<file path="config.mk">
export PLATFORM = sky130hd
export DESIGN_NAME = dla_arbiter
export DESIGN_NICKNAME = d
export VERILOG_FILES = /design/src/core/dla_pkg.sv /design/src/core/dla_arbiter.sv
export SDC_FILE = /design/constraint.sdc
export NUM_CORES = 1
export LEC_CHECK = 0
export BUFFER_PORTS_ARGS = -buffer_cell sky130_fd_sc_hd__clkbuf_2
export CAP_MARGIN = 0
export CORE_ASPECT_RATIO = 0.8
export CORE_MARGIN = 1
export CORE_UTILIZATION = 50
export CTS_BUF_LIST = sky130_fd_sc_hd__clkbuf_4 sky130_fd_sc_hd__clkbuf_8 sky130_fd_sc_hd__clkbuf_16
export CTS_CLUSTER_DIAMETER = 100
export CTS_CLUSTER_SIZE = 28
export DETAILED_ROUTE_END_ITERATION = 8
export PLACE_DENSITY = 0.76
export SLEW_MARGIN = 10
export SYNTH_ARGS = -nofsm -noshare
export SYNTH_HDL_FRONTEND = slang
export SYNTH_SLANG_ARGS = --single-unit
</file>
<file path="constraint.sdc">
create_clock -name clk -period 2.1 [get_ports clk]
set_clock_uncertainty 0.15 [all_clocks]
set_input_delay 0.525 -clock clk [delete_from_list [all_inputs] [get_ports clk]]
set_output_delay 0.525 -clock clk [all_outputs]
set_load 0.02 [all_outputs]
</file>
<file path="src/core/dla_pkg.sv">
/*
 * constants for the dual master lock arbiter: register offsets, field positions,
 * reset values and the ownership state encodings.
 * assumes a single 40 MHz clock domain and one register port per upstream master.
 */
//
// Function
// - with downstream_recovery_arm set, the next join of the granted master starts recovery.
// - a master's switch is closed only while its join request and its grant are both one.
// - ownership_granted reads one only for the master that currently owns the bus.
// - writing zero to ownership_request drops the grant and opens the switch.
// - equal zero precedence grants master 0 first, then the one not granted last.
// - unequal precedence lets the one bit win; both one favour master 1 unless it was last.
// - reading data_line_manual returns the present downstream data line level.
// - writing zero to data_line_manual pulls the data line low, one releases it.
// - reading clock_line_manual returns the present downstream clock line level.
// - writing zero to clock_line_manual pulls the clock line low, one releases it.
// - manual line control acts only when join request is zero and grant is one.
// - each master reaches only its own copy of the control register.
package dla_pkg;
	// ==========================================================
	// register offsets
	localparam logic [7:0] DLA_OFS_CONTROL = 8'h01;
	localparam logic [7:0] DLA_OFS_STATUS  = 8'h02;
	// ==========================================================
	// arbiter_control fields
	localparam int DLA_CTL_PREC   = 7;
	localparam int DLA_CTL_ARM    = 3;
	localparam int DLA_CTL_JOIN   = 2;
	localparam int DLA_CTL_GRANT  = 1;
	localparam int DLA_CTL_REQ    = 0;
	localparam logic [7:0] DLA_CTL_RW_MASK = 8'hFD;
	localparam logic [7:0] DLA_CTL_RESET   = 8'h00;
	// ==========================================================
	// arbiter_status fields
	localparam int DLA_STS_DATA  = 7;
	localparam int DLA_STS_CLOCK = 6;
	localparam int DLA_STS_OTHER = 0;
	localparam logic       DLA_LINE_RESET = 1'b0;
	// ==========================================================
	// ownership states, gray along idle -> owner -> idle
	typedef enum logic [1:0] {
		DLA_IDLE = 2'b00,
		DLA_OWN0 = 2'b01,
		DLA_OWN1 = 2'b10
	} dla_owner_t;
	typedef enum logic [1:0] {
		DLA_LAST_NONE = 2'b00,
		DLA_LAST_M0   = 2'b01,
		DLA_LAST_M1   = 2'b11
	} dla_last_t;
endpackage : dla_pkg

</file>
<file path="src/core/dla_arbiter.sv">
/*
 * dual master lock arbiter: two control copies, ownership arbitration, switch
 * control, manual downstream line drive and the recovery start strobe.
 * assumes each master's register port is already decoded from its upstream
 * slave interface and is synchronous to clk; downstream pins sampled as is.
 */
module dla_arbiter
	import dla_pkg::*;
(
	// clock and reset
	input  wire logic       clk,
	input  wire logic       rst_b,
	// master 0 register port
	input  wire logic       m0_wr,
	input  wire logic       m0_rd,
	input  wire logic [7:0] m0_addr,
	input  wire logic [7:0] m0_wdata,
	output logic      [7:0] m0_rdata,
	// master 1 register port
	input  wire logic       m1_wr,
	input  wire logic       m1_rd,
	input  wire logic [7:0] m1_addr,
	input  wire logic [7:0] m1_wdata,
	output logic      [7:0] m1_rdata,
	// internal switches
	output logic      [1:0] switch_closed,
	output logic            recovery_start,
	// downstream open-drain lines
	input  wire logic       ds_data_in,
	output logic            ds_data_out,
	output logic            ds_data_oe,
	input  wire logic       ds_clock_in,
	output logic            ds_clock_out,
	output logic            ds_clock_oe
);
	// ==========================================================
	// reset release
	logic       rst_meta;
	logic       rst_sync_b;
	always_ff @(posedge clk or negedge rst_b) begin
		if (!rst_b) begin
			rst_meta   <= 1'b0;
			rst_sync_b <= 1'b0;
		end else begin
			rst_meta   <= 1'b1;
			rst_sync_b <= rst_meta;
		end
	end

	// ==========================================================
	// gather per master ports into arrays
	logic [1:0]      wr;
	logic [1:0]      rd;
	logic [7:0]      addr [2];
	logic [7:0]      wdata [2];
	logic [7:0]      ctl [2];
	logic [7:0]      next_ctl [2];
	logic [7:0]      rdata [2];
	logic [7:0]      next_rdata [2];
	logic [1:0]      man_data;
	logic [1:0]      next_man_data;
	logic [1:0]      man_clock;
	logic [1:0]      next_man_clock;
	logic [1:0]      grant;
	logic [1:0]      next_grant;
	logic [1:0]      manual_ok;
	dla_owner_t      owner;
	dla_owner_t      next_owner;
	dla_last_t       last;
	dla_last_t       next_last;
	logic            next_rec;
	logic            next_data_oe;
	logic            next_clock_oe;

	assign wr       = {m1_wr, m0_wr};
	assign rd       = {m1_rd, m0_rd};
	assign addr[0]  = m0_addr;
	assign addr[1]  = m1_addr;
	assign wdata[0] = m0_wdata;
	assign wdata[1] = m1_wdata;
	assign m0_rdata = rdata[0];
	assign m1_rdata = rdata[1];
	assign grant    = {owner == DLA_OWN1, owner == DLA_OWN0};

	// ==========================================================
	// arbitration
	always_comb begin
		logic [1:0] req;
		logic [1:0] prec;
		req        = {next_ctl[1][DLA_CTL_REQ], next_ctl[0][DLA_CTL_REQ]};
		// precedence written together with the request must count at that same edge
		prec       = {next_ctl[1][DLA_CTL_PREC], next_ctl[0][DLA_CTL_PREC]};
		next_owner = owner;
		next_last  = last;
		unique case (owner)
			DLA_OWN0: begin
				if (!req[0])
					next_owner = DLA_IDLE;
			end
			DLA_OWN1: begin
				if (!req[1])
					next_owner = DLA_IDLE;
			end
			DLA_IDLE: begin
				// a waiting request is served the cycle after release
				if (req == 2'b01)
					next_owner = DLA_OWN0;
				else if (req == 2'b10)
					next_owner = DLA_OWN1;
				else if (req == 2'b11) begin
					if (prec == 2'b01)
						next_owner = DLA_OWN0;
					else if (prec == 2'b10)
						next_owner = DLA_OWN1;
					else if (prec == 2'b11)
						next_owner = (last == DLA_LAST_M1) ? DLA_OWN0 : DLA_OWN1;
					else
						next_owner = (last == DLA_LAST_M0) ? DLA_OWN1 : DLA_OWN0;
				end
			end
			default: next_owner = DLA_IDLE;
		endcase
		if (next_owner == DLA_OWN0 && owner != DLA_OWN0)
			next_last = DLA_LAST_M0;
		else if (next_owner == DLA_OWN1 && owner != DLA_OWN1)
			next_last = DLA_LAST_M1;
	end

	assign next_grant = {next_owner == DLA_OWN1, next_owner == DLA_OWN0};

	// ==========================================================
	// per master register copies
	for (genvar m = 0; m < 2; m++) begin : g_master
		always_comb begin
			logic [7:0] sts;
			sts               = 8'h00;
			next_ctl[m]       = ctl[m];
			next_man_data[m]  = man_data[m];
			next_man_clock[m] = man_clock[m];
			if (wr[m] && addr[m] == DLA_OFS_CONTROL)
				next_ctl[m] = wdata[m] & DLA_CTL_RW_MASK;
			if (wr[m] && addr[m] == DLA_OFS_STATUS) begin
				next_man_data[m]  = wdata[m][DLA_STS_DATA];
				next_man_clock[m] = wdata[m][DLA_STS_CLOCK];
			end
			// the arm bit is consumed by the join it starts; a rewrite wins
			if (recovery_start && grant[m] &&
			    !(wr[m] && addr[m] == DLA_OFS_CONTROL))
				next_ctl[m][DLA_CTL_ARM] = 1'b0;
			sts[DLA_STS_DATA]  = ds_data_in;
			sts[DLA_STS_CLOCK] = ds_clock_in;
			sts[DLA_STS_OTHER] = grant[1-m];
			next_rdata[m] = rdata[m];
			if (rd[m]) begin
				if (addr[m] == DLA_OFS_CONTROL)
					next_rdata[m] = ctl[m] | (8'(grant[m]) << DLA_CTL_GRANT);
				else if (addr[m] == DLA_OFS_STATUS)
					next_rdata[m] = sts;
				else
					next_rdata[m] = 8'h00;
			end
		end

		always_ff @(posedge clk or negedge rst_sync_b) begin
			if (!rst_sync_b) begin
				ctl[m]       <= DLA_CTL_RESET;
				rdata[m]     <= 8'h00;
				man_data[m]  <= DLA_LINE_RESET;
				man_clock[m] <= DLA_LINE_RESET;
			end else begin
				ctl[m]       <= next_ctl[m];
				rdata[m]     <= next_rdata[m];
				man_data[m]  <= next_man_data[m];
				man_clock[m] <= next_man_clock[m];
			end
		end

		assign manual_ok[m]     = grant[m] && !ctl[m][DLA_CTL_JOIN];
		assign switch_closed[m] = grant[m] && ctl[m][DLA_CTL_JOIN];
	end

	// ==========================================================
	// line drive and recovery strobe
	always_comb begin
		next_data_oe  = 1'b0;
		next_clock_oe = 1'b0;
		next_rec      = 1'b0;
		for (int m = 0; m < 2; m++) begin
			if (next_grant[m] && !next_ctl[m][DLA_CTL_JOIN]) begin
				next_data_oe  = !next_man_data[m];
				next_clock_oe = !next_man_clock[m];
			end
			if (next_grant[m] && next_ctl[m][DLA_CTL_JOIN] && !switch_closed[m] &&
			    next_ctl[m][DLA_CTL_ARM])
				next_rec = 1'b1;
		end
	end

	always_ff @(posedge clk or negedge rst_sync_b) begin
		if (!rst_sync_b) begin
			owner          <= DLA_IDLE;
			last           <= DLA_LAST_NONE;
			ds_data_oe     <= 1'b0;
			ds_clock_oe    <= 1'b0;
			recovery_start <= 1'b0;
		end else begin
			owner          <= next_owner;
			last           <= next_last;
			ds_data_oe     <= next_data_oe;
			ds_clock_oe    <= next_clock_oe;
			recovery_start <= next_rec;
		end
	end

	assign ds_data_out  = 1'b0;
	assign ds_clock_out = 1'b0;

	// both masters write a request to control in the same cycle
	logic both_req_wr;
	assign both_req_wr = &wr && addr[0] == DLA_OFS_CONTROL && addr[1] == DLA_OFS_CONTROL &&
		wdata[0][DLA_CTL_REQ] && wdata[1][DLA_CTL_REQ];
endmodule : dla_arbiter

</file>
==> summary.md, run 1 <==
| Metric | Value |
|---|---|
| Chain of cells forming the critical path | `clkbuf_2 -> or4_4 -> nor3_4 -> buf_4 -> a221o_1 -> o21ai_4 -> a211oi_4 -> o2bb2ai_1` |
| Via count | `1633` |
| Largest net degree at the start of global routing | `42` |
| Ant. Diodes | `0` |
| WL final | `4340 µm` |
| CP top delay family | `simple AND/OR/NAND/NOR gates` |
| CP max stage cell | `or4_4` |
| CTS root buffer | `clkbuf_8` |
| Synth warn | `0` |
| Flop and latch count out of synthesis | `43` |
| Die height | `57.8 µm` |
| Cts bufs inserted | `5` |
| Netlist cell types | `40` |
| Clk sinks | `43` |
| Synth top area share | `55.3%` |
| Total power | `1670 µW` |
| CTS tree | `built` |
| NumNets Final | `311` |
| DRC marker count from the first detailed-route iteration | `111` |
| RSZ-0062 raised after global routing | `true` |
| Final number of setup-violating endpoints | `7` |
| First-pass GRT wire length | `7110 µm` |
| Synth async-reset ratio | `100%` |
| CP Data Arrival Time | `2330 ps` |
| Synth Cell Area | `1950 µm²` |
| Number of flops mapped to enable cells by yosys | `0` |
| Initial Utilization | `54.6%` |
| Core ar. | `3570 µm²` |
| Minimum clock period | `2250 ps` |
| Wirelength per Cell | `13.8 µm` |
| Area grow syn2layout | `31.7%` |
| Crit path kind | `input port to flop` |
| Failing checks | `negative setup slack` |
| Synth top area cells | `dfrtp_1 55%, mux2_2 4.0%, nand2_1 4.0%, inv_1 3.7%, nand3_1 3.6%` |
| Pwr/cell area | `650 nW/µm²` |
| Layout fillers | `284` |
| Element type at the critical path start | `input port` |
| Least-Margin Pin Slew | `508 ps` |
| Final hold violation count | `0` |
| Share of post-route cells with drive strength above 1 | `41.5%` |
| Synth Flop Type | `dfrtp_1` |
| Initial antenna violation count | `0` |
| 1st-pass router iterations | `4` |
| Worst Path Buf+Inv | `2` |
| Overflow left after global routing | `0` |
| Final period util | `107%` |
| Clock slew at reported path FFs | `80 ps` |
| Final ANT Viol Nets | `0` |
| Hold Path Class | `flop to async pin` |
| # rows | `19` |
| Port Buf Inserts | `58` |
| Crit path required time | `2170 ps` |
| H-Tree Depth | `2` |
| Die width | `71.8 µm` |
| Die footprint | `4150 µm²` |
| Dpl hpwl | `3200 µm` |
| Count of boundary I/O pins | `63` |
| Cell accounting for the most synthesized area | `dfrtp_1` |
| All-layer global routing usage | `23.0%` |
| DRC Markers | `0` |
| Vias in the first global route | `1601` |
| Fmax | `444 MHz` |
| Post-synthesis area per instance | `10.4 µm²` |
| Post-synthesis cell count | `187` |
| CP Max Fanout | `4` |
| Type of destination of the critical path | `flop` |
| Most frequent cells in the layout | `58 x clkbuf_2, 42 x dfrtp_1, 25 x buf_4` |
| Relative slew slack | `66.1%` |
| Static Leak | `0.00135 µW` |
| Clock latency on the worst-skew pair | `300 ps` |
| Setup slack after layout | `-153 ps` |
| Clock Path Buffers | `2` |
| Mean number of vias per cell | `5.20` |
| Largest stage delay, worst path | `560 ps` |
| Register area share after synthesis | `55.3%` |
| Worst VDD drop | `436 µV` |
| Fin. max-slew vios | `0` |
| Run status | `finished with violations` |
| Placer Congestion | `0.749` |
| Commonest non-fill, non-tap cell in the layout | `clkbuf_2` |
| Max Cap Viol | `0` |
| Final core utilization | `71.9%` |
-- path summary, 6_finish.rpt --
path | cells past startpoint | startpoint | endpoint | slack [ps]
worst max-delay path | 8 | m1_addr[3] | recovery_start | -150
worst min-delay path | 1 | rst_sync_b | ds_clock_oe | 150
worst max register to register | 6 | last[0] | recovery_start | 470
worst min register to register | 1 | rst_sync_b | ds_clock_oe | 150
max in group asynchronous | 1 | rst_sync_b | owner[0] | 1290
min in group clk | 0 | rst_meta | rst_sync_b | 210
-- logic make-up after synthesis --
kind of cell | count (synthesis) | synth area share (%)
other | 2 | 0.386
buffers and inverters | 27 | 5.98
flip-flops | 43 | 55.3
AO/OA/AOI/OAI | 35 | 13.0
multiplexers | 11 | 6.36
AND/OR/NAND/NOR | 69 | 19.0
-- cell type report --
| class | count | area, µm² | area share (%) |
|---|---|---|---|
| multi-input combinational | 118 | 786 | 30.6 |
| clock inverter | 2 | 12.5 | 0.488 |
| tap | 42 | 52.6 | 2.05 |
| sequential | 43 | 1080 | 42.0 |
| inverter | 19 | 71.3 | 2.78 |
| timing repair buffer | 84 | 488 | 19.0 |
| clock buffer | 6 | 76.3 | 2.98 |
-- state kept, by name, indices dropped and copies added, names as in the netlist, 2 cells and up --
register,count
ctl,14
m1_rdata,8
owner,2
man_clock,2
man_data,2
m0_rdata,8
last,2
-- power by group --
group / switching [µW] / internal [µW] / leakage [µW]
Combinational: 128 / 103 / 0.000734
Sequential: 30.6 / 874 / 0.000570
Clock: 285 / 245 / 0.0000446
Total: 443 / 1220 / 0.00135
-- metrics by stage --
step	instances	cell area (µm²)	hold WS (ps)	worst slack, ps	setup TNS, ps
CTS	314	2560	172	-122	-622
global placement	302	2420	161	-461	-4610
detailed placement	302	2420	162	-537	-5060
finish	314	2560	149	-153	-721
global route	314	2560	211	-231	-1210
floorplan	188	1950	79.4	-418	-3010
-- metal layers --
| layer | GRT usage (%) | vias to the layer above | wire (µm) |
|---|---|---|---|
| met3 | 5.39 | 10 | 141 |
| met1 | 30.5 | 787 | 2100 |
| met5 | 0 | - | 0 |
| li1 | - | 806 | - |
| met4 | 10.4 | 0 | 100 |
| met2 | 36.7 | 30 | 2000 |
-- synth_stat cells, types with 2 or more instances --
library cell  number
nor4_2             2
and3_1             2
nand4_1            2
mux2i_1            3
mux2_2             7
nand3_1           14
a21oi_1            6
nor2b_1            4
clkbuf_1           4
a22oi_1            6
o2bb2ai_1          3
nor3_1             2
o21ai_0           12
or2_2              2
conb_1             2
nand2_1           21
buf_4              2
nor2_1            11
inv_1             19
dfrtp_1           43
-- repair_timing --
item | 4_1_cts | 5_1_grt
cloned | 0 | 0
hold endpoints to repair | 2 | 0
buffers inserted | 4 | 0
resized for setup | 4 | 1
setup endpoints to repair | 7 | 8
pin swaps | 6 | 2
hold buffers | 1 | 0
Power figures use the tool's default switching activity.
==> inputs of run 2 (changes only) <==
--- a/config.mk
+++ b/config.mk
@@ -15,6 +15,7 @@
 export CTS_CLUSTER_SIZE = 28
 export DETAILED_ROUTE_END_ITERATION = 8
 export PLACE_DENSITY = 0.76
+export RECOVER_POWER = 50
 export SLEW_MARGIN = 10
 export SYNTH_ARGS = -nofsm -noshare
 export SYNTH_HDL_FRONTEND = slang
==> run 2 against run 1 <==
  * The run still ends with negative setup slack left
  * Register-to-register slack is essentially flat
  * Via count up 0.24%
  * Maximum frequency is essentially flat
  * Critical path type unchanged
  * Setup slack barely moved
  * Final cell count stayed put
  * Die area is the same
  * Power is 0.10% lower
  * Non-clock buffer count unchanged
  * Worst hold slack better by 59 ps
  * Clock power is essentially flat
  * Count of clock-buffer cells in the layout stayed put
  * Routed wire length up 0.14%
==> summary.md, run 2 (synthesis results as in run 1) <==
| Metric | Value |
|---|---|
| Final hold violation count | `0` |
| Final period util | `107%` |
| Commonest non-fill, non-tap cell in the layout | `clkbuf_2` |
| H-Tree Depth | `2` |
| Mean number of vias per cell | `5.21` |
| Largest net degree at the start of global routing | `42` |
| Type of destination of the critical path | `flop` |
| Vias in the first global route | `1601` |
| Most frequent cells in the layout | `53 x clkbuf_2, 42 x dfrtp_1, 24 x buf_4` |
| DP Area | `2420 µm²` |
| Placer Congestion | `0.749` |
| CP Max Fanout | `4` |
| Max Cap Viol | `0` |
| Dpl ws | `-537 ps` |
| Fin. max-slew vios | `0` |
| Cts bufs inserted | `5` |
| Pwr/cell area | `652 nW/µm²` |
| Final number of setup-violating endpoints | `7` |
| Clock latency on the worst-skew pair | `300 ps` |
| Relative slew slack | `34.3%` |
| Top reg by flops | `ctl` |
| Count of boundary I/O pins | `63` |
| Ant. Diodes | `0` |
| Placed insts | `302` |
| Via count | `1637` |
| Clock slew at reported path FFs | `70 ps` |
| Initial antenna violation count | `0` |
| 1st-pass router iterations | `4` |
| Static Leak | `0.00133 µW` |
| GRT Max-Usage Layer | `met2` |
| CTS root buffer | `clkbuf_8` |
| DRC Markers | `0` |
| Fmax | `444 MHz` |
| Met3 usage | `5.39%` |
| Least-Margin Pin Slew | `986 ps` |
| Area grow syn2layout | `31.2%` |
| # rows | `19` |
| Die height | `57.8 µm` |
| Die width | `71.8 µm` |
| Final ANT Viol Nets | `0` |
| Core ar. | `3570 µm²` |
| RSZ-0062 raised after global routing | `true` |
| Share of post-route cells with drive strength above 1 | `39.3%` |
| Layout fillers | `289` |
| Worst VDD drop | `435 µV` |
| CP Data Arrival Time | `2330 ps` |
| CTS tree | `built` |
| Wirelength per Cell | `13.8 µm` |
| Crit path kind | `input port to flop` |
| Overflow left after global routing | `0` |
| Met2 global-route usage | `36.7%` |
| First-pass GRT wire length | `7110 µm` |
| Met1 Track Usage GR | `30.5%` |
| Clk sinks | `43` |
| Initial Utilization | `54.6%` |
| Fin cells | `314` |
| Hold_ws | `208 ps` |
| Run status | `finished with violations` |
| Setup slack after layout | `-152 ps` |
| Minimum clock period | `2250 ps` |
| NumNets Final | `311` |
| Max reg flops | `14` |
| WL final | `4340 µm` |
| Register area | `1080 µm²` |
| Element type at the critical path start | `input port` |
| All-layer global routing usage | `23.0%` |
| Final Instance Area | `2550 µm²` |
| Hold Path Class | `flop to flop` |
| Setup TNS | `-719 ps` |
| Die footprint | `4150 µm²` |
| Failing checks | `negative setup slack` |
| Dpl hpwl | `3200 µm` |
| Port Buf Inserts | `58` |
| Crit path required time | `2170 ps` |
| DRC marker count from the first detailed-route iteration | `111` |
| Clock Path Buffers | `2` |
| Area of the multi-input gates | `786 µm²` |
==> run 2: cell types whose count changed in the layout (fill, tap and decap cells not counted), sizes merged <==
cell / delta
buf: -1
clkbuf: +1
==> run 2: critical path, cell delays in order <==
cell       delay, ps
clkbuf_2          80
or4_4            560
nor3_4           250
buf_4            150
a221o_1          190
o21ai_4          100
a211oi_4         330
o2bb2ai_1        150
==> run 2: layer usage <==
layer / share of wire [%] / wire length, µm / up-vias
met2: 46 / 2010 / 32
met3: 3.4 / 146 / 10
met4: 2.3 / 100 / 0
met1: 48 / 2090 / 789
met5: 0 / 0 / -
li1: - / - / 806
==> run 2: path summary, 6_finish.rpt <==
check,from,end,slack (ps),cells past startpoint
hold reg to reg,rst_meta,rst_sync_b,210,0
max in group asynchronous,rst_sync_b,owner[0],810,1
hold / removal,rst_meta,rst_sync_b,210,0
setup reg to reg,last[0],recovery_start,470,6
min in group asynchronous,rst_sync_b,ds_clock_oe,330,1
setup / recovery,m1_addr[3],recovery_start,-150,8
==> run 2: stage by stage <==
stage	utilization, %	power [µW]
finish	71.6	1660
global route	71.6	1740
CTS	71.9	1680
detailed placement	67.8	1150
global placement	67.8	1140
floorplan	-	1050
==> run 2: where the power goes <==
group / leakage (µW) / total, µW / switching, µW / internal, µW
combinational: 0.000714 / 229 / 128 / 101
clock: 0.0000446 / 531 / 285 / 245
sequential: 0.000570 / 905 / 30.5 / 874
==> run 2: final cells by class <==
| class | instances | share of cell area, % |
|---|---|---|
| sequential | 43 | 42.2 |
| timing repair buffer | 84 | 18.7 |
| multi-input combinational | 118 | 30.8 |
| clock buffer | 6 | 2.99 |
| tap | 42 | 2.06 |
| inverter | 19 | 2.79 |
| clock inverter | 2 | 0.490 |
==> run 2: timing repair <==
action / CTS / global route
gates resized for setup: 4 / 1
setup endpoints to repair: 7 / 8
pin swaps: 6 / 2
endpoints found under the hold margin: 2 / 0
setup buffers: 4 / 0
hold buffers: 1 / 0
==> inputs of run 3 (changes only) <==
--- a/config.mk
+++ b/config.mk
@@ -6,7 +6,7 @@
 export NUM_CORES = 1
 export LEC_CHECK = 0
 export BUFFER_PORTS_ARGS = -buffer_cell sky130_fd_sc_hd__clkbuf_2
-export CAP_MARGIN = 0
+export CAP_MARGIN = 30
 export CORE_ASPECT_RATIO = 0.8
 export CORE_MARGIN = 1
 export CORE_UTILIZATION = 50
@@ -16,6 +16,7 @@
 export DETAILED_ROUTE_END_ITERATION = 8
 export PLACE_DENSITY = 0.76
 export RECOVER_POWER = 50
+export SETUP_SLACK_MARGIN = 0.4
 export SLEW_MARGIN = 10
 export SYNTH_ARGS = -nofsm -noshare
 export SYNTH_HDL_FRONTEND = slang
==> run 3 against run 2 <==
  * Count of clock-buffer cells in the layout unchanged
  * Combinational power grew 4%
  * Die area did not move
  * Core utilization is 1.8 points higher
  * Sequential share of layout area down 1.1 points
  * First-iteration DRC count shrank 38%
  * Power is 0.80% higher
  * The run still ends with negative setup slack left
  * Worst hold slack better by 0.74 ps
  * Highest routed layer unchanged
==> summary.md, run 3 (synthesis results as in run 1) <==
| Metric | Value |
|---|---|
| Final hold violation count | `0` |
| Max Cap Viol | `0` |
| Final ANT Viol Nets | `0` |
| Die height | `57.8 µm` |
| All-layer global routing usage | `22.2%` |
| Least-Margin Pin Slew | `971 ps` |
| Final number of setup-violating endpoints | `6` |
| Hold_ws | `209 ps` |
| Fmax | `449 MHz` |
| Minimum clock period | `2230 ps` |
| Commonest non-fill, non-tap cell in the layout | `clkbuf_2` |
| Type of destination of the critical path | `flop` |
| Placer Congestion | `0.827` |
| CTS root buffer | `clkbuf_8` |
| RSZ-0062 raised after global routing | `true` |
| Failing checks | `negative setup slack` |
| Via count | `1615` |
| Top reg by flops | `ctl` |
| Die footprint | `4150 µm²` |
| Max reg flops | `14` |
| Crit path required time | `2180 ps` |
| Ant. Diodes | `0` |
| Core ar. | `3570 µm²` |
| Pwr/cell area | `641 nW/µm²` |
| Share of post-route cells with drive strength above 1 | `41.0%` |
| Vias in the first global route | `1495` |
| CTS tree | `built` |
| Worst VDD drop | `549 µV` |
| Hold Path Class | `flop to flop` |
| Final Instance Area | `2620 µm²` |
| Port Buf Inserts | `58` |
| First-pass GRT wire length | `6820 µm` |
| Final core utilization | `73.4%` |
| 1st-pass router iterations | `4` |
| Element type at the critical path start | `input port` |
| WL final | `4090 µm` |
| Clock latency on the worst-skew pair | `300 ps` |
| Setup slack after layout | `-129 ps` |
| Relative slew slack | `35.3%` |
| CP Max Fanout | `4` |
| Die width | `71.8 µm` |
| Count of boundary I/O pins | `63` |
| CP Data Arrival Time | `2310 ps` |
| DP Area | `2450 µm²` |
| H-Tree Depth | `2` |
| Fin. max-slew vios | `0` |
| Dpl hpwl | `3100 µm` |
| # rows | `19` |
| Area grow syn2layout | `34.4%` |
| Final period util | `106%` |
| Clock slew at reported path FFs | `80 ps` |
| Wirelength per Cell | `13.1 µm` |
| Run status | `finished with violations` |
| Static Leak | `0.00134 µW` |
| R2R Setup Slk | `440 ps` |
| Mean number of vias per cell | `5.16` |
| DRC marker count from the first detailed-route iteration | `69` |
| Crit path kind | `input port to flop` |
| Initial antenna violation count | `0` |
| Layout fillers | `264` |
| Overflow left after global routing | `0` |
| Initial Utilization | `54.6%` |
| Area of the multi-input gates | `848 µm²` |
| Cts bufs inserted | `5` |
| DRC Markers | `0` |
| Most frequent cells in the layout | `54 x clkbuf_2, 43 x dfrtp_1, 21 x nand2_1` |
| Register area | `1080 µm²` |
| NumNets Final | `310` |
| Clock Path Buffers | `2` |
| Clk sinks | `43` |
| Largest net degree at the start of global routing | `42` |
run 3: worst paths after layout:
kind                            start     endpoint  cells past startpoint
max                        m1_addr[4]  ds_clock_oe                      8
min                          rst_meta   rst_sync_b                      0
max reg2reg                   ctl[15]  ds_clock_oe                      7
min reg2reg                  rst_meta   rst_sync_b                      0
max in group asynchronous  rst_sync_b       ctl[6]                      1
min in group asynchronous  rst_sync_b  man_data[0]                      1
run 3: critical path, cell delays in order:
cell       delay (ps)
clkbuf_2           80
or4_4             550
nor3_4            260
mux2_4            340
o21ai_4           190
o31ai_2            70
buf_4             170
o2bb2ai_2         120
run 3: power by group:
group	total [µW]	internal, µW	switching, µW	leakage (µW)
clock network	537	245	291	0.0000446
logic	238	104	134	0.000722
registers	903	874	28.8	0.000572
run 3: area by class of cell:
| type | instances | share of cell area [%] |
|---|---|---|
| Sequential cell | 43 | 41.1 |
| Multi-Input combinational cell | 118 | 32.4 |
| Timing Repair Buffer | 83 | 18.3 |
| Clock buffer | 6 | 2.92 |
| Inverter | 19 | 2.73 |
| Tap cell | 42 | 2.01 |
| Clock inverter | 2 | 0.478 |
run 3: layer usage:
layer | GRT usage, % | up-vias | wire length, µm
li1 | - | 806 | -
met1 | 32.0 | 769 | 2010
met2 | 32.7 | 32 | 1880
met3 | 5.22 | 8 | 143
met4 | 9.24 | 0 | 61
met5 | 0 | - | 0
run 3: through the flow:
| stage | power (µW) | setup slack [ps] | std cells | TNS [ps] |
|---|---|---|---|---|
| after global placement | 1150 | -435 | 303 | -4440 |
| after CTS | 1690 | -115 | 312 | -446 |
| after detailed placement | 1150 | -502 | 303 | -5190 |
| after global routing | 1750 | -218 | 313 | -1050 |
| after floorplan | 1050 | -418 | 188 | -3010 |
| final | 1680 | -129 | 313 | -482 |
run 3: what timing repair did:
action	in CTS	in global routing
resized for setup	9	4
hold buffers	1	0
endpoints found under the hold margin	2	0
endpoints found under the setup margin	29	31
pin swaps	4	5
buffers inserted	0	1
